**src/hbridge_pkg.sv**
```systemverilog
// constants and types for the h-bridge pwm output steering block
package hbridge_pkg;

   // ************************************************************
   // bus and counter widths
   // ************************************************************
   localparam int ADDR_W    = 8;
   localparam int DATA_W    = 16;
   localparam int CNT_W     = 11;
   localparam int NUM_PAIRS = 4;

   // ************************************************************
   // register offsets (byte addresses)
   // ************************************************************
   localparam logic [7:0] OFS_CONTROL  = 8'h00;   // fast mode, select_a
   localparam logic [7:0] OFS_PERIOD   = 8'h04;   // period_reg
   localparam logic [7:0] OFS_COUNTER  = 8'h08;   // timer counter, read only
   localparam logic [2:0] PAGE_CTRL    = 3'h1;    // channel_ctrl_reg at 0x20 + 4*ch
   localparam logic [2:0] PAGE_DUTY    = 3'h2;    // duty_reg at 0x40 + 4*ch

   // ************************************************************
   // field positions
   // ************************************************************
   localparam int CTL_FAST_BIT   = 0;
   localparam int CTL_SELA_BIT   = 1;
   localparam int CH_ALIGN_LSB   = 0;   // align_mode [1:0]
   localparam int CH_OMODE_LSB   = 2;   // output_mode [3:2]
   localparam int CH_DUAL_BIT    = 8;   // read only: pair runs dual full
   localparam int DUTY_SIGN_BIT  = 15;
   localparam int FAST_DUTY_LSB  = 8;   // high byte carries D[8:2]

   // ************************************************************
   // reset values
   // ************************************************************
   localparam logic [CNT_W-1:0] PERIOD_RST = 11'h000;
   localparam logic [CNT_W-1:0] DUTY_RST   = 11'h000;

   // ************************************************************
   // encodings and carriers
   // ************************************************************
   typedef enum logic [1:0]
   {
      ALIGN_OFF    = 2'h0,
      ALIGN_LEFT   = 2'h1,
      ALIGN_RIGHT  = 2'h2,
      ALIGN_CENTER = 2'h3
   } align_t;

   typedef enum logic [1:0]
   {
      OM_HALF_M = 2'h0,
      OM_HALF_P = 2'h1,
      OM_FULL   = 2'h2,
      OM_DUAL   = 2'h3
   } omode_t;

   typedef struct packed
   {
      omode_t outputMode;
      align_t alignMode;
   } chan_cfg_t;

   typedef struct packed
   {
      logic oe;      // high while the block drives the pin
      logic level;
   } pin_t;

endpackage

```
**src/hbridge_pwm_output_steering.sv**
```systemverilog
// h-bridge pwm channel pairs: counter, duty buffering, alignment and pin steering
//
// Contract
// - dual full needs both enabled, both 11
// - lone dual request acts as full mode
// - align_mode 00 disables, else enabled
// - sel 0 sign 0: pwm low on M
// - sel 0 sign 1: pwm low on P
// - sel 1 sign 0: pwm high on P
// - sel 1 sign 1: pwm high on M
// - half mode: one pin pwm, sign ignored
// - released pins are not driven
// - full mode reloads working duty each overflow
// - dual copies pair at next overflow
// - duty from D[10:0], or D[8:2] fast
// - fast: high byte write is complete update
// - left: start active, inactive at duty
// - right: active after period minus duty
// - center: even left, odd right, start even
// - center without disable may start odd
// - dual copy only after odd written
// - reload when period zero or disabled
// - after reset channels disabled, pins released
//
// Decided for this implementation: the strobed register port and the address map.
`timescale 1ns/1ns
module hbridge_pwm_output_steering
#(
   parameter int NP = hbridge_pkg::NUM_PAIRS
)
(
   // clock and reset
   input  wire logic                            core_clk,
   input  wire logic                            rstn,
   // register port
   input  wire logic [hbridge_pkg::ADDR_W-1:0]  regAddr,
   input  wire logic [hbridge_pkg::DATA_W-1:0]  regWrData,
   input  wire logic [1:0]                      regWrBytes,
   input  wire logic                            regWr,
   input  wire logic                            regRd,
   output logic      [hbridge_pkg::DATA_W-1:0]  regRdData,
   // pins of each channel pair
   output hbridge_pkg::pin_t [NP-1:0]           evenPlusPin,
   output hbridge_pkg::pin_t [NP-1:0]           evenMinusPin,
   output hbridge_pkg::pin_t [NP-1:0]           oddPlusPin,
   output hbridge_pkg::pin_t [NP-1:0]           oddMinusPin
);
   import hbridge_pkg::*;

   localparam int NCH = 2 * NP;

   // ************************************************************
   // reset synchroniser
   // ************************************************************
   logic rstMetaN_q;
   logic rstSyncN_q;

   // release through two flops
   always_ff @(posedge core_clk or negedge rstn)
   begin
      if (!rstn)
      begin
         rstMetaN_q <= 1'b0;
         rstSyncN_q <= 1'b0;
      end
      else
      begin
         rstMetaN_q <= 1'b1;
         rstSyncN_q <= rstMetaN_q;
      end
   end

   // ************************************************************
   // address decode
   // ************************************************************
   wire       [2:0] chSel    = regAddr[4:2];
   wire       [2:0] page     = regAddr[7:5];
   wire             hitCtl   = (regAddr == OFS_CONTROL);
   wire             hitPer   = (regAddr == OFS_PERIOD);
   wire             hitCnt   = (regAddr == OFS_COUNTER);
   wire             hitChCfg = (page == PAGE_CTRL) && ({1'b0, chSel} < 4'(NCH))
                               && (regAddr[1:0] == 2'h0);
   wire             hitDuty  = (page == PAGE_DUTY) && ({1'b0, chSel} < 4'(NCH))
                               && (regAddr[1:0] == 2'h0);
   wire             hiByte   = regWrBytes[1];
   wire             loByte   = regWrBytes[0];

   // ************************************************************
   // global control and period
   // ************************************************************
   logic             fast_q;
   logic             selectA_q;
   logic [CNT_W-1:0] period_q;
   logic [CNT_W-1:0] cnt_q;
   logic [CNT_W-1:0] cnt_d;

   // control and period registers
   always_ff @(posedge core_clk or negedge rstSyncN_q)
   begin
      if (!rstSyncN_q)
      begin
         fast_q    <= 1'b0;
         selectA_q <= 1'b0;
         period_q  <= PERIOD_RST;
      end
      else if (regWr && hitCtl && loByte)
      begin
         fast_q    <= regWrData[CTL_FAST_BIT];
         selectA_q <= regWrData[CTL_SELA_BIT];
      end
      else if (regWr && hitPer)
      begin
         if (loByte)
            period_q[7:0] <= regWrData[7:0];
         if (hiByte)
            period_q[CNT_W-1:8] <= regWrData[CNT_W-1:8];
      end
   end

   // ************************************************************
   // shared timer counter
   // ************************************************************
   wire periodZero = (period_q == PERIOD_RST);
   wire overflow   = !periodZero && (cnt_q >= period_q - 11'h001);

   assign cnt_d = (periodZero || overflow) ? 11'h000 : cnt_q + 11'h001;

   // counter register
   always_ff @(posedge core_clk or negedge rstSyncN_q)
   begin
      if (!rstSyncN_q)
         cnt_q <= 11'h000;
      else
         cnt_q <= cnt_d;
   end

   // ************************************************************
   // channel configuration and duty bus registers
   // ************************************************************
   chan_cfg_t        cfg_q     [NCH];
   logic [CNT_W-1:0] duty_q    [NCH];
   logic             sign_q    [NCH];
   logic [CNT_W-1:0] workDuty_q[NCH];
   logic             workSign_q[NCH];
   logic [NCH-1:0]   enabled;
   logic [NCH-1:0]   dualMode;
   logic [NCH-1:0]   load;
   logic [NP-1:0]    oddWritten_q;
   wire              dutyWr    = regWr && hitDuty;

   // bus-side registers, one writer for all channels
   always_ff @(posedge core_clk or negedge rstSyncN_q)
   begin
      if (!rstSyncN_q)
      begin
         for (int i = 0; i < NCH; i++)
         begin
            cfg_q[i]  <= '{outputMode: OM_HALF_M, alignMode: ALIGN_OFF};
            duty_q[i] <= DUTY_RST;
            sign_q[i] <= 1'b0;
         end
      end
      else if (regWr && hitChCfg && loByte)
      begin
         cfg_q[chSel] <= chan_cfg_t'(regWrData[3:0]);
      end
      else if (dutyWr && fast_q)
      begin
         if (hiByte)
         begin
            duty_q[chSel] <= {2'b00, regWrData[FAST_DUTY_LSB +: 7], 2'b00};
            sign_q[chSel] <= regWrData[DUTY_SIGN_BIT];
         end
      end
      else if (dutyWr)
      begin
         if (loByte)
            duty_q[chSel][7:0] <= regWrData[7:0];
         if (hiByte)
         begin
            duty_q[chSel][CNT_W-1:8] <= regWrData[CNT_W-1:8];
            sign_q[chSel]            <= regWrData[DUTY_SIGN_BIT];
         end
      end
   end

   // ************************************************************
   // dual mode odd-write tracking per pair
   // ************************************************************
   // set on odd duty write while dual; a write beats the clearing copy
   always_ff @(posedge core_clk or negedge rstSyncN_q)
   begin
      if (!rstSyncN_q)
         oddWritten_q <= '0;
      else
      begin
         for (int p = 0; p < NP; p++)
         begin
            if (dutyWr && (chSel == 3'(2 * p + 1)) && dualMode[2 * p])
               oddWritten_q[p] <= 1'b1;
            else if (!dualMode[2 * p] || (overflow && oddWritten_q[p]))
               oddWritten_q[p] <= 1'b0;
         end
      end
   end

   // ************************************************************
   // per-channel working registers, alignment and pin steering
   // ************************************************************
   pin_t plusPin_q [NCH];
   pin_t minusPin_q[NCH];

   for (genvar ch = 0; ch < NCH; ch++)
   begin : g_ch
      localparam int MATE = ch ^ 1;
      localparam int PAIR = ch / 2;

      logic             odd_q;
      pin_t             plus_d;
      pin_t             minus_d;

      assign enabled[ch]  = (cfg_q[ch].alignMode != ALIGN_OFF) && !periodZero;
      assign dualMode[ch] = (cfg_q[ch].outputMode == OM_DUAL)
                            && (cfg_q[MATE].outputMode == OM_DUAL)
                            && (cfg_q[ch].alignMode != ALIGN_OFF)
                            && (cfg_q[MATE].alignMode != ALIGN_OFF);
      assign load[ch]     = periodZero || (cfg_q[ch].alignMode == ALIGN_OFF)
                            || (overflow && (!dualMode[ch] || oddWritten_q[PAIR]));

      // working duty and sign
      always_ff @(posedge core_clk or negedge rstSyncN_q)
      begin
         if (!rstSyncN_q)
         begin
            workDuty_q[ch] <= DUTY_RST;
            workSign_q[ch] <= 1'b0;
         end
         else if (load[ch])
         begin
            workDuty_q[ch] <= duty_q[ch];
            workSign_q[ch] <= sign_q[ch];
         end
      end

      // period parity cleared only by disable or period zero
      always_ff @(posedge core_clk or negedge rstSyncN_q)
      begin
         if (!rstSyncN_q)
            odd_q <= 1'b0;
         else if (!enabled[ch])
            odd_q <= 1'b0;
         else if (overflow)
            odd_q <= !odd_q;
      end

      wire rightNow = (cfg_q[ch].alignMode == ALIGN_RIGHT)
                      || ((cfg_q[ch].alignMode == ALIGN_CENTER) && odd_q);
      wire leftAct  = (cnt_q < workDuty_q[ch]);
      // right: active from period minus duty
      wire rightAct = (workDuty_q[ch] >= period_q)
                      || ({1'b0, cnt_q} >= ({1'b0, period_q} - {1'b0, workDuty_q[ch]}));
      wire active   = rightNow ? rightAct : leftAct;
      wire actLevel = selectA_q;                   // low for 0, high for 1
      wire pwmLevel = active ? actLevel : !actLevel;
      // pwm on plus when sign differs from select_a
      wire pwmOnP   = workSign_q[ch] ^ selectA_q;
      wire fullMode = cfg_q[ch].outputMode[1];

      // pin steering
      always_comb
      begin
         plus_d  = '{oe: 1'b0, level: 1'b0};
         minus_d = '{oe: 1'b0, level: 1'b0};
         if (enabled[ch] && fullMode)
         begin
            plus_d  = '{oe: 1'b1, level: pwmOnP ? pwmLevel : !actLevel};
            minus_d = '{oe: 1'b1, level: pwmOnP ? !actLevel : pwmLevel};
         end
         else if (enabled[ch] && (cfg_q[ch].outputMode == OM_HALF_P))
            plus_d  = '{oe: 1'b1, level: pwmLevel};
         else if (enabled[ch])
            minus_d = '{oe: 1'b1, level: pwmLevel};
      end

      // registered pins
      always_ff @(posedge core_clk or negedge rstSyncN_q)
      begin
         if (!rstSyncN_q)
         begin
            plusPin_q[ch]  <= '{oe: 1'b0, level: 1'b0};
            minusPin_q[ch] <= '{oe: 1'b0, level: 1'b0};
         end
         else
         begin
            plusPin_q[ch]  <= plus_d;
            minusPin_q[ch] <= minus_d;
         end
      end
   end

   // pin mapping to pairs
   for (genvar p = 0; p < NP; p++)
   begin : g_pair
      assign evenPlusPin[p]  = plusPin_q[2 * p];
      assign evenMinusPin[p] = minusPin_q[2 * p];
      assign oddPlusPin[p]   = plusPin_q[2 * p + 1];
      assign oddMinusPin[p]  = minusPin_q[2 * p + 1];
   end

   // ************************************************************
   // read path
   // ************************************************************
   wire [DATA_W-1:0] dutyView = fast_q
        ? {sign_q[chSel], duty_q[chSel][8:2], 8'h00}
        : {sign_q[chSel], 4'h0, duty_q[chSel]};
   wire [DATA_W-1:0] cfgView  = {7'h00, dualMode[chSel], 4'h0, cfg_q[chSel]};
   wire [DATA_W-1:0] rdMux    = hitCtl   ? {14'h0000, selectA_q, fast_q}
                              : hitPer   ? {5'h00, period_q}
                              : hitCnt   ? {5'h00, cnt_q}
                              : hitChCfg ? cfgView
                              : hitDuty  ? dutyView
                              : 16'h0000;

   // read data one cycle after the strobe, zero otherwise
   always_ff @(posedge core_clk or negedge rstSyncN_q)
   begin
      if (!rstSyncN_q)
         regRdData <= 16'h0000;
      else
         regRdData <= regRd ? rdMux : 16'h0000;
   end

endmodule

```
**config.mk**
```make
export PLATFORM = sky130hd
export DESIGN_NAME = hbridge_pwm_output_steering
export DESIGN_NICKNAME = d
export VERILOG_FILES = /design/src/hbridge_pkg.sv /design/src/hbridge_pwm_output_steering.sv
export SDC_FILE = /design/constraint.sdc
export NUM_CORES = 1
export LEC_CHECK = 0
export ABC_AREA = 1
export BUFFER_PORTS_ARGS = -buffer_cell sky130_fd_sc_hd__clkbuf_2
export CAP_MARGIN = 20
export CORE_MARGIN = 2
export CORE_UTILIZATION = 45
export DETAILED_ROUTE_END_ITERATION = 6
export GPL_ROUTABILITY_DRIVEN = 0
export MAX_ROUTING_LAYER = met4
export PLACE_DENSITY_LB_ADDON = 0.2
export SKIP_LAST_GASP = 1
export SLEW_MARGIN = 15
export SYNTH_ARGS = -nofsm -noshare
export SYNTH_HDL_FRONTEND = slang
export SYNTH_SLANG_ARGS = --single-unit
export TNS_END_PERCENT = 5
```
**constraint.sdc**
```tcl
create_clock -name core_clk -period 19.8 [get_ports core_clk]
set_clock_uncertainty 0.2 [all_clocks]
set_input_delay 2.97 -clock core_clk [delete_from_list [all_inputs] [get_ports core_clk]]
set_output_delay 2.97 -clock core_clk [all_outputs]
set_load 0.05 [all_outputs]
```
# After elaboration in Yosys (flattened, before gate mapping)
# Index checks and enable logic that the tools add are counted.
[word_totals]
register_bits = 310
output_inout_bits = 48
word_cells = 513
[op_classes]
n_addsub = 10
magnitude_cmp = 28
eq_ne = 49
mux = 141
bitwise = 11
reduce_logical = 174
[ops]
columns = ["cell", "count"]
rows = [
  ["2-to-1 mux 88 bit", 8],
  ["bitwise mux 88 bit", 3],
  ["demux 11 bit (select 3 bit)", 3],
  [">= comparator 11 bit", 9],
  [">= comparator 11 x 12 -> 1 bit", 8],
  ["2-to-1 mux 16 bit", 6],
  ["subtractor 11 x 11 -> 12 bit", 8],
  ["less-than comparator 11 bit", 8],
  ["logical AND 1 bit", 83],
  ["2-to-1 mux 2 bit", 40],
  ["2-to-1 mux 1 bit", 60],
  ["2-to-1 mux 11 bit", 5],
  ["== test 2 bit, second input constant", 24],
  ["logical OR 1 bit", 45],
  ["binary-select mux 11 bit (select 3 bit)", 1],
  ["bitwise mux 32 bit", 1],
  ["2-to-1 mux 8 bit", 4],
  ["nonzero test 2 bit", 13],
  ["logical NOT 1 bit", 18],
  ["logical NOT 2 bit", 9],
  ["!= test 2 bit, second input constant", 9],
  ["== test 2 x 1 -> 1 bit, second input constant", 8],
  ["2-to-1 mux 15 bit", 1],
  ["binary-select mux 4 bit (select 3 bit)", 1],
  ["other kinds (22)", 38],
]

# Logic depth before layout (Yosys ltp)
[depth]
word_depth = 14
depth_mapped = 22

# Least setup slack after synthesis
# No wires, ideal clock.
[synth_path]
path_kind = "input port to flip-flop"
from = "input port regAddr[1] (netlist bit)"
to = "register duty_q[35] (netlist bit)"
setup_ns = 0.123
arrival_time_ns = 4.352
required_ns = 19.477
slack_ns = 15.125
stages = 12
n_path_buf = 0
cell_sequence = "nor2_2 nand4_4 nor2_4 inv_2 nor2_4 inv_2 nand2_2 nand2_8 nor2_8 inv_2 a311oi_2 nor2_1"
[synth_between]
elab_chain_cells = 6
word_cells_on_any_way = 12
classes_between = "1 x eq/ne; 1 x mux; 1 x bitwise; 9 x reduce/logical"
[synth_rtl]
columns = ["item", "line", "source"]
rows = [
  ["start: declaration", "hbridge_pwm_output_steering.sv:36", "input wire logic [hbridge_pkg::ADDR_W-1:0] regAddr,"],
  ["logical NOT 2 bit (*)", "hbridge_pwm_output_steering.sv:82, hbridge_pwm_output_steering.sv:84", ""],
  ["logical AND 1 bit (on tied branches)", "hbridge_pwm_output_steering.sv:84, hbridge_pwm_output_steering.sv:82", ""],
  ["logical AND 1 bit (on tied branches)", "hbridge_pwm_output_steering.sv:149, hbridge_pwm_output_steering.sv:163", ""],
  ["logical AND 1 bit (on tied branches)", "hbridge_pwm_output_steering.sv:167, hbridge_pwm_output_steering.sv:163", ""],
  ["!= test 2 bit (no source line), or another cell as far along", "-", ""],
  ["AND reduction 3 bit (no source line)", "-", ""],
  ["end signal: indexed assignment", "hbridge_pwm_output_steering.sv:171", "duty_q[chSel] <= {2'b00, regWrData[FAST_DUTY_LSB +: 7], 2'b00};"],
  ["end signal: indexed assignment", "hbridge_pwm_output_steering.sv:178", "duty_q[chSel][7:0] <= regWrData[7:0];"],
  ["end signal: indexed assignment", "hbridge_pwm_output_steering.sv:181", "duty_q[chSel][CNT_W-1:8] <= regWrData[CNT_W-1:8];"],
  ["end: declaration", "hbridge_pwm_output_steering.sv:141", "logic [CNT_W-1:0] duty_q [NCH];"],
]
# Mark *: on every way between the ends. The rest lies on a longest branch, timed or not.
# A chain may end at the register's enable or synchronous reset.

# Worst setup path after layout
[layout_path]
from = "register period_q[0]"
to = "register cnt_q[10]"
[layout_between]
elab_chain_cells = 5
word_cells_on_any_way = 7
classes_between = "1 x add/sub; 1 x order compare; 1 x mux; 4 x reduce/logical"
[layout_rtl]
columns = ["item", "line", "source"]
rows = [
  ["start: declaration", "hbridge_pwm_output_steering.sv:93", "logic [CNT_W-1:0] period_q;"],
  ["start signal: assignment", "hbridge_pwm_output_steering.sv:114", "period_q[7:0] <= regWrData[7:0];"],
  ["start signal: indexed assignment", "hbridge_pwm_output_steering.sv:116", "period_q[CNT_W-1:8] <= regWrData[CNT_W-1:8];"],
  ["subtractor 11 x 1 -> 11 bit or logical NOT 11 bit (tied branches)", "hbridge_pwm_output_steering.sv:124, hbridge_pwm_output_steering.sv:123", ""],
  [">= comparator 11 bit or logical NOT 1 bit (tied branches)", "hbridge_pwm_output_steering.sv:124", "wire overflow = !periodZero && (cnt_q >= period_q - 11'h001);"],
  ["logical AND 1 bit", "hbridge_pwm_output_steering.sv:124", ""],
  ["logical OR 1 bit (*)", "hbridge_pwm_output_steering.sv:126", "assign cnt_d = (periodZero || overflow) ? 11'h000 : cnt_q + 11'h001;"],
  ["2-to-1 mux 11 bit (*)", "hbridge_pwm_output_steering.sv:126", ""],
  ["via cnt_d[10]", "hbridge_pwm_output_steering.sv:95", "logic [CNT_W-1:0] cnt_d;"],
  ["end signal: assignment", "hbridge_pwm_output_steering.sv:134", "cnt_q <= cnt_d;"],
  ["end: declaration", "hbridge_pwm_output_steering.sv:94", "logic [CNT_W-1:0] cnt_q;"],
]
# The timed path passes the listed nets; every way through them passes the cells marked *.

==> summary.txt <==
Outcome
  – Run status: finished with violations
  – Failing checks: design-rule violations

GRT
  – Total global-route track usage: 31.76%
  – Initial antenna violation count: 0
  – First-pass GRT wire length: 122800 um
  – Largest net degree at the start of global routing: 167
  – GRT overflow: 0
  – Vias in the first global route: 20.48k

Drt
  – Detail Route Antenna Nets: 0
  – DRC errors left: 6
  – Post-Route WL: 81900 um
  – Initial drt markers: 2301
  – Vias: 21.40k
  – Routed vias/inst: 5.800
  – Pre-antenna DRT Iters: 7
  – WL per Instance: 22.19 um

Yosys
  – XOR/XNOR Fraction of Synth Area: 3.265%
  – Multiplexer area fraction after synthesis: 1.448%
  – Async S/R FF share, synth: 100.0%
  – Main combinational cell family by area after synthesis: simple AND/OR/NAND/NOR gates
  – Syn_nets: 3211
  – Post-synthesis sequential area ratio: 34.02%
  – Yosys cell types: 63
  – Post-Syn Area: 0.02280 sq mm
  – Synth Area in Adders: 15.46%
  – Simple-gate portion of the synthesized area: 22.46%
  – Mean area per synthesized cell: 7.853 sq um
  – Compound-Gate Fraction of Synth Area: 15.56%
  – EDFF count, synth: 0
  – Synth warn: 0
  – Main synth FF type: dfrtp_1
  – Mapped Cells: 2904
  – Synthesized flop and latch total: 310

Place
  – PortBufs: 77
  – Cells after DPL: 3626
  – Detail Placement HPWL: 59440 um
  – Place WS: 13.84 ns

CTS
  – TritonCTS Buffers: 36
  – H-tree Lvls: 2
  – Clk Tree Root Cell: clkbuf_16
  – Longest Clk Path Bufs: 3
  – Post-CTS Setup Bufs: 0
  – Sink Count: 310
  – CTS Hold Buffers Added: 0
  – Worst-Skew Late Latency: 0.56 ns
  – # resized after CTS: 0
  – Clk slew on worst S/H paths: 0.06 ns
  – CTS tree: done

Timing
  – Worst setup margin: 14.22 ns
  – Hold Vio Cnt, Final: 0
  – Max Freq: 179.1 MHz
  – Final period utilization: 28.20%
  – Setup TNS: 0 ns
  – RSZ-0062 raised after global routing: no
  – Slew HR: 30.94%
  – Worst-margin pin slew: 1.036 ns
  – Max Transition Viols Final: 0
  – Final-report setup violation count: 0
  – Fin crit period: 5.584 ns
  – Hold Slack: 0.1585 ns

Pwr
  – Pleak: 13.14 nW
  – Sw frac: 35.99%
  – Power Internal: 0.001291 W
  – Clock share of power: 35.4%
  – Pwr Density: 79.97 mW/mm^2
  – Psw: 0.0007262 W
  – Peak VDD IR: 0.06349 mV
  – Logic pwr share: 29.6%
  – Seq pwr share: 35.1%

Critical path
  – CP Class: reg2reg
  – Max FO, Critical Path: 11
  – Data arrival time of the worst path: 5.80 ns
  – CP Launch Type: flip-flop
  – Data required, critical path: 20.02 ns
  – Crit. End Element: flip-flop

Cells and area
  – Final std cells w/o fill: 3690
  – Share of layout cells above drive strength 1: 9.245%
  – Fin nets: 3300
  – N_diodes: 0
  – Commonest non-fill, non-tap cell in the layout: nand2_1
  – Fillcell total: 4925
  – Most frequent cells in the layout: 580 x nand2_1, 373 x inv_1, 309 x dfrtp_1
  – Area taken by multi-input logic gates: 0.01328 sq mm
  – Sequential cell area: 0.007761 sq mm
  – Area grow syn2layout: 10.62%

Floorplanning
  – Num rows: 82
  – # IOs: 78
  – Initial Utilization: 45.55%
  – Vert. Die Dim: 229.1 um
  – Die area: 0.05249 sq mm
  – Core Footprint: 0.05007 sq mm
  – Chip Width: 229.1 um

Job
  – Max-cap violations: 0

Worst hold path
  – Worst Hold Class: reg2reg
area by class of cell:
type,count,share of cell area [%]
multi-input combinational,2150,52.62
sequential,310,30.77
inverter,392,5.843
clock buffer,50,4.265
tap,672,3.333
timing repair buffer,103,2.430
clock inverter,13,0.7390
power groups by stage:
stage	sequential (W)	clock [W]	combinational, W
final	0.000707	0.000713	0.000597
after global routing	0.000711	0.000745	0.000663
after CTS	0.000707	0.000721	0.000590
after detailed placement	0.000718	0	0.000586
after global placement	0.000717	0	0.000570
after floorplan	0.000763	0	0.000392
cell usage after synthesis (5+ instances only):
cell type	count	share of area, %
o22ai_1	51	1.4
a21o_1	20	0.66
a21oi_1	244	5.4
nand3b_1	11	0.36
buf_2	10	0.22
dfrtp_1	310	34
o211ai_1	8	0.26
fa_1	8	0.70
buf_6	7	0.35
nand2_1	580	9.5
nor2_4	6	0.30
clkbuf_1	20	0.33
nor2_2	19	0.52
a22oi_1	9	0.30
nor3_1	39	0.86
ha_1	269	15
nand2_2	9	0.25
nand4_1	41	1.1
inv_2	15	0.25
xor2_1	58	2.2
buf_1	5	0.082
nor2_1	236	3.9
o21ai_2	30	1.2
a211oi_1	8	0.26
o21a_1	15	0.49
mux2i_1	24	1.1
o21bai_1	7	0.23
o21ai_1	61	1.3
a31oi_1	13	0.36
a221oi_1	15	0.58
buf_4	10	0.33
o21ai_0	92	2.0
mux2_2	8	0.40
inv_1	373	6.1
nand3_1	188	4.1
xnor2_1	27	1.0
kinds of logic (layout without fill, tap and decap cells):
family,Yosys count,count (layout)
buffers and inverters,444,558
other,1,1
and+or+nand+nor,1158,1158
adders and majority gates,277,277
muxes,32,32
DFF,310,310
xor gates and xnor gates,85,85
AOI/OAI and AO/OA,597,597
state kept, by name (all words and copies together), names as in the netlist, 4 cells and up:
name          count
workSign_q        8
duty_q           88
regRdData        16
cnt_q            11
period_q         11
workDuty_q       88
sign_q            8
oddPlusPin        8
g_ch.odd_q        8
evenMinusPin      8
oddWritten_q      4
oddMinusPin       8
evenPlusPin       8
cfg_q            32
stage by stage:
step	utilization (%)	area, sq um	power [W]
5_1_grt	50.38	25230	0.002119
4_1_cts	50.33	25200	0.002018
3_5_place_dp	47.81	23940	0.001304
6_report	50.38	25230	0.002017
2_1_floorplan	-	22800	0.001155
3_3_place_gp	47.81	23940	0.001286
final timing paths:
| path | start | to | slack (ns) | cells after the start |
|---|---|---|---|---|
| min reg2reg | rstMetaN_q$_DFF_PN0_ | rstSyncN_q$_DFF_PN0_ | 0.16 | 0 |
| max in group asynchronous | rstn | rstSyncN_q$_DFF_PN0_ | 17.30 | 1 |
| max reg2reg | period_q[0]$_DFFE_PN0P_ | cnt_q[10]$_DFF_PN0_ | 14.22 | 16 |
| min in group asynchronous | rstSyncN_q$_DFF_PN0_ | cfg_q[10]$_DFFE_PN0P_ | 0.21 | 0 |
| max | period_q[0]$_DFFE_PN0P_ | cnt_q[10]$_DFF_PN0_ | 14.22 | 16 |
| min | rstMetaN_q$_DFF_PN0_ | rstSyncN_q$_DFF_PN0_ | 0.16 | 0 |
layer usage:
layer,track usage (%),share of wire (%)
met5,-,0
met2,47.17,43
met3,7.732,10
met4,13.98,5.2
met1,41.14,42
critical path, stage by stage (launching register included):
cell      delay [ns]
dfrtp_1         0.41
inv_1           0.75
ha_1            0.35
nand2_2         0.10
nor3_4          0.15
nor3b_4         0.27
nand2_1         0.07
nor2_1          0.12
xnor2_1         0.09
ha_1            0.32
nand2_1         0.08
nor2_1          0.13
nand3_1         0.09
nand3_1         0.74
clkinv_1        0.84
nand2_1         0.58
nor2_1          0.10
Note: power is estimated with default switching activity, not from simulation.
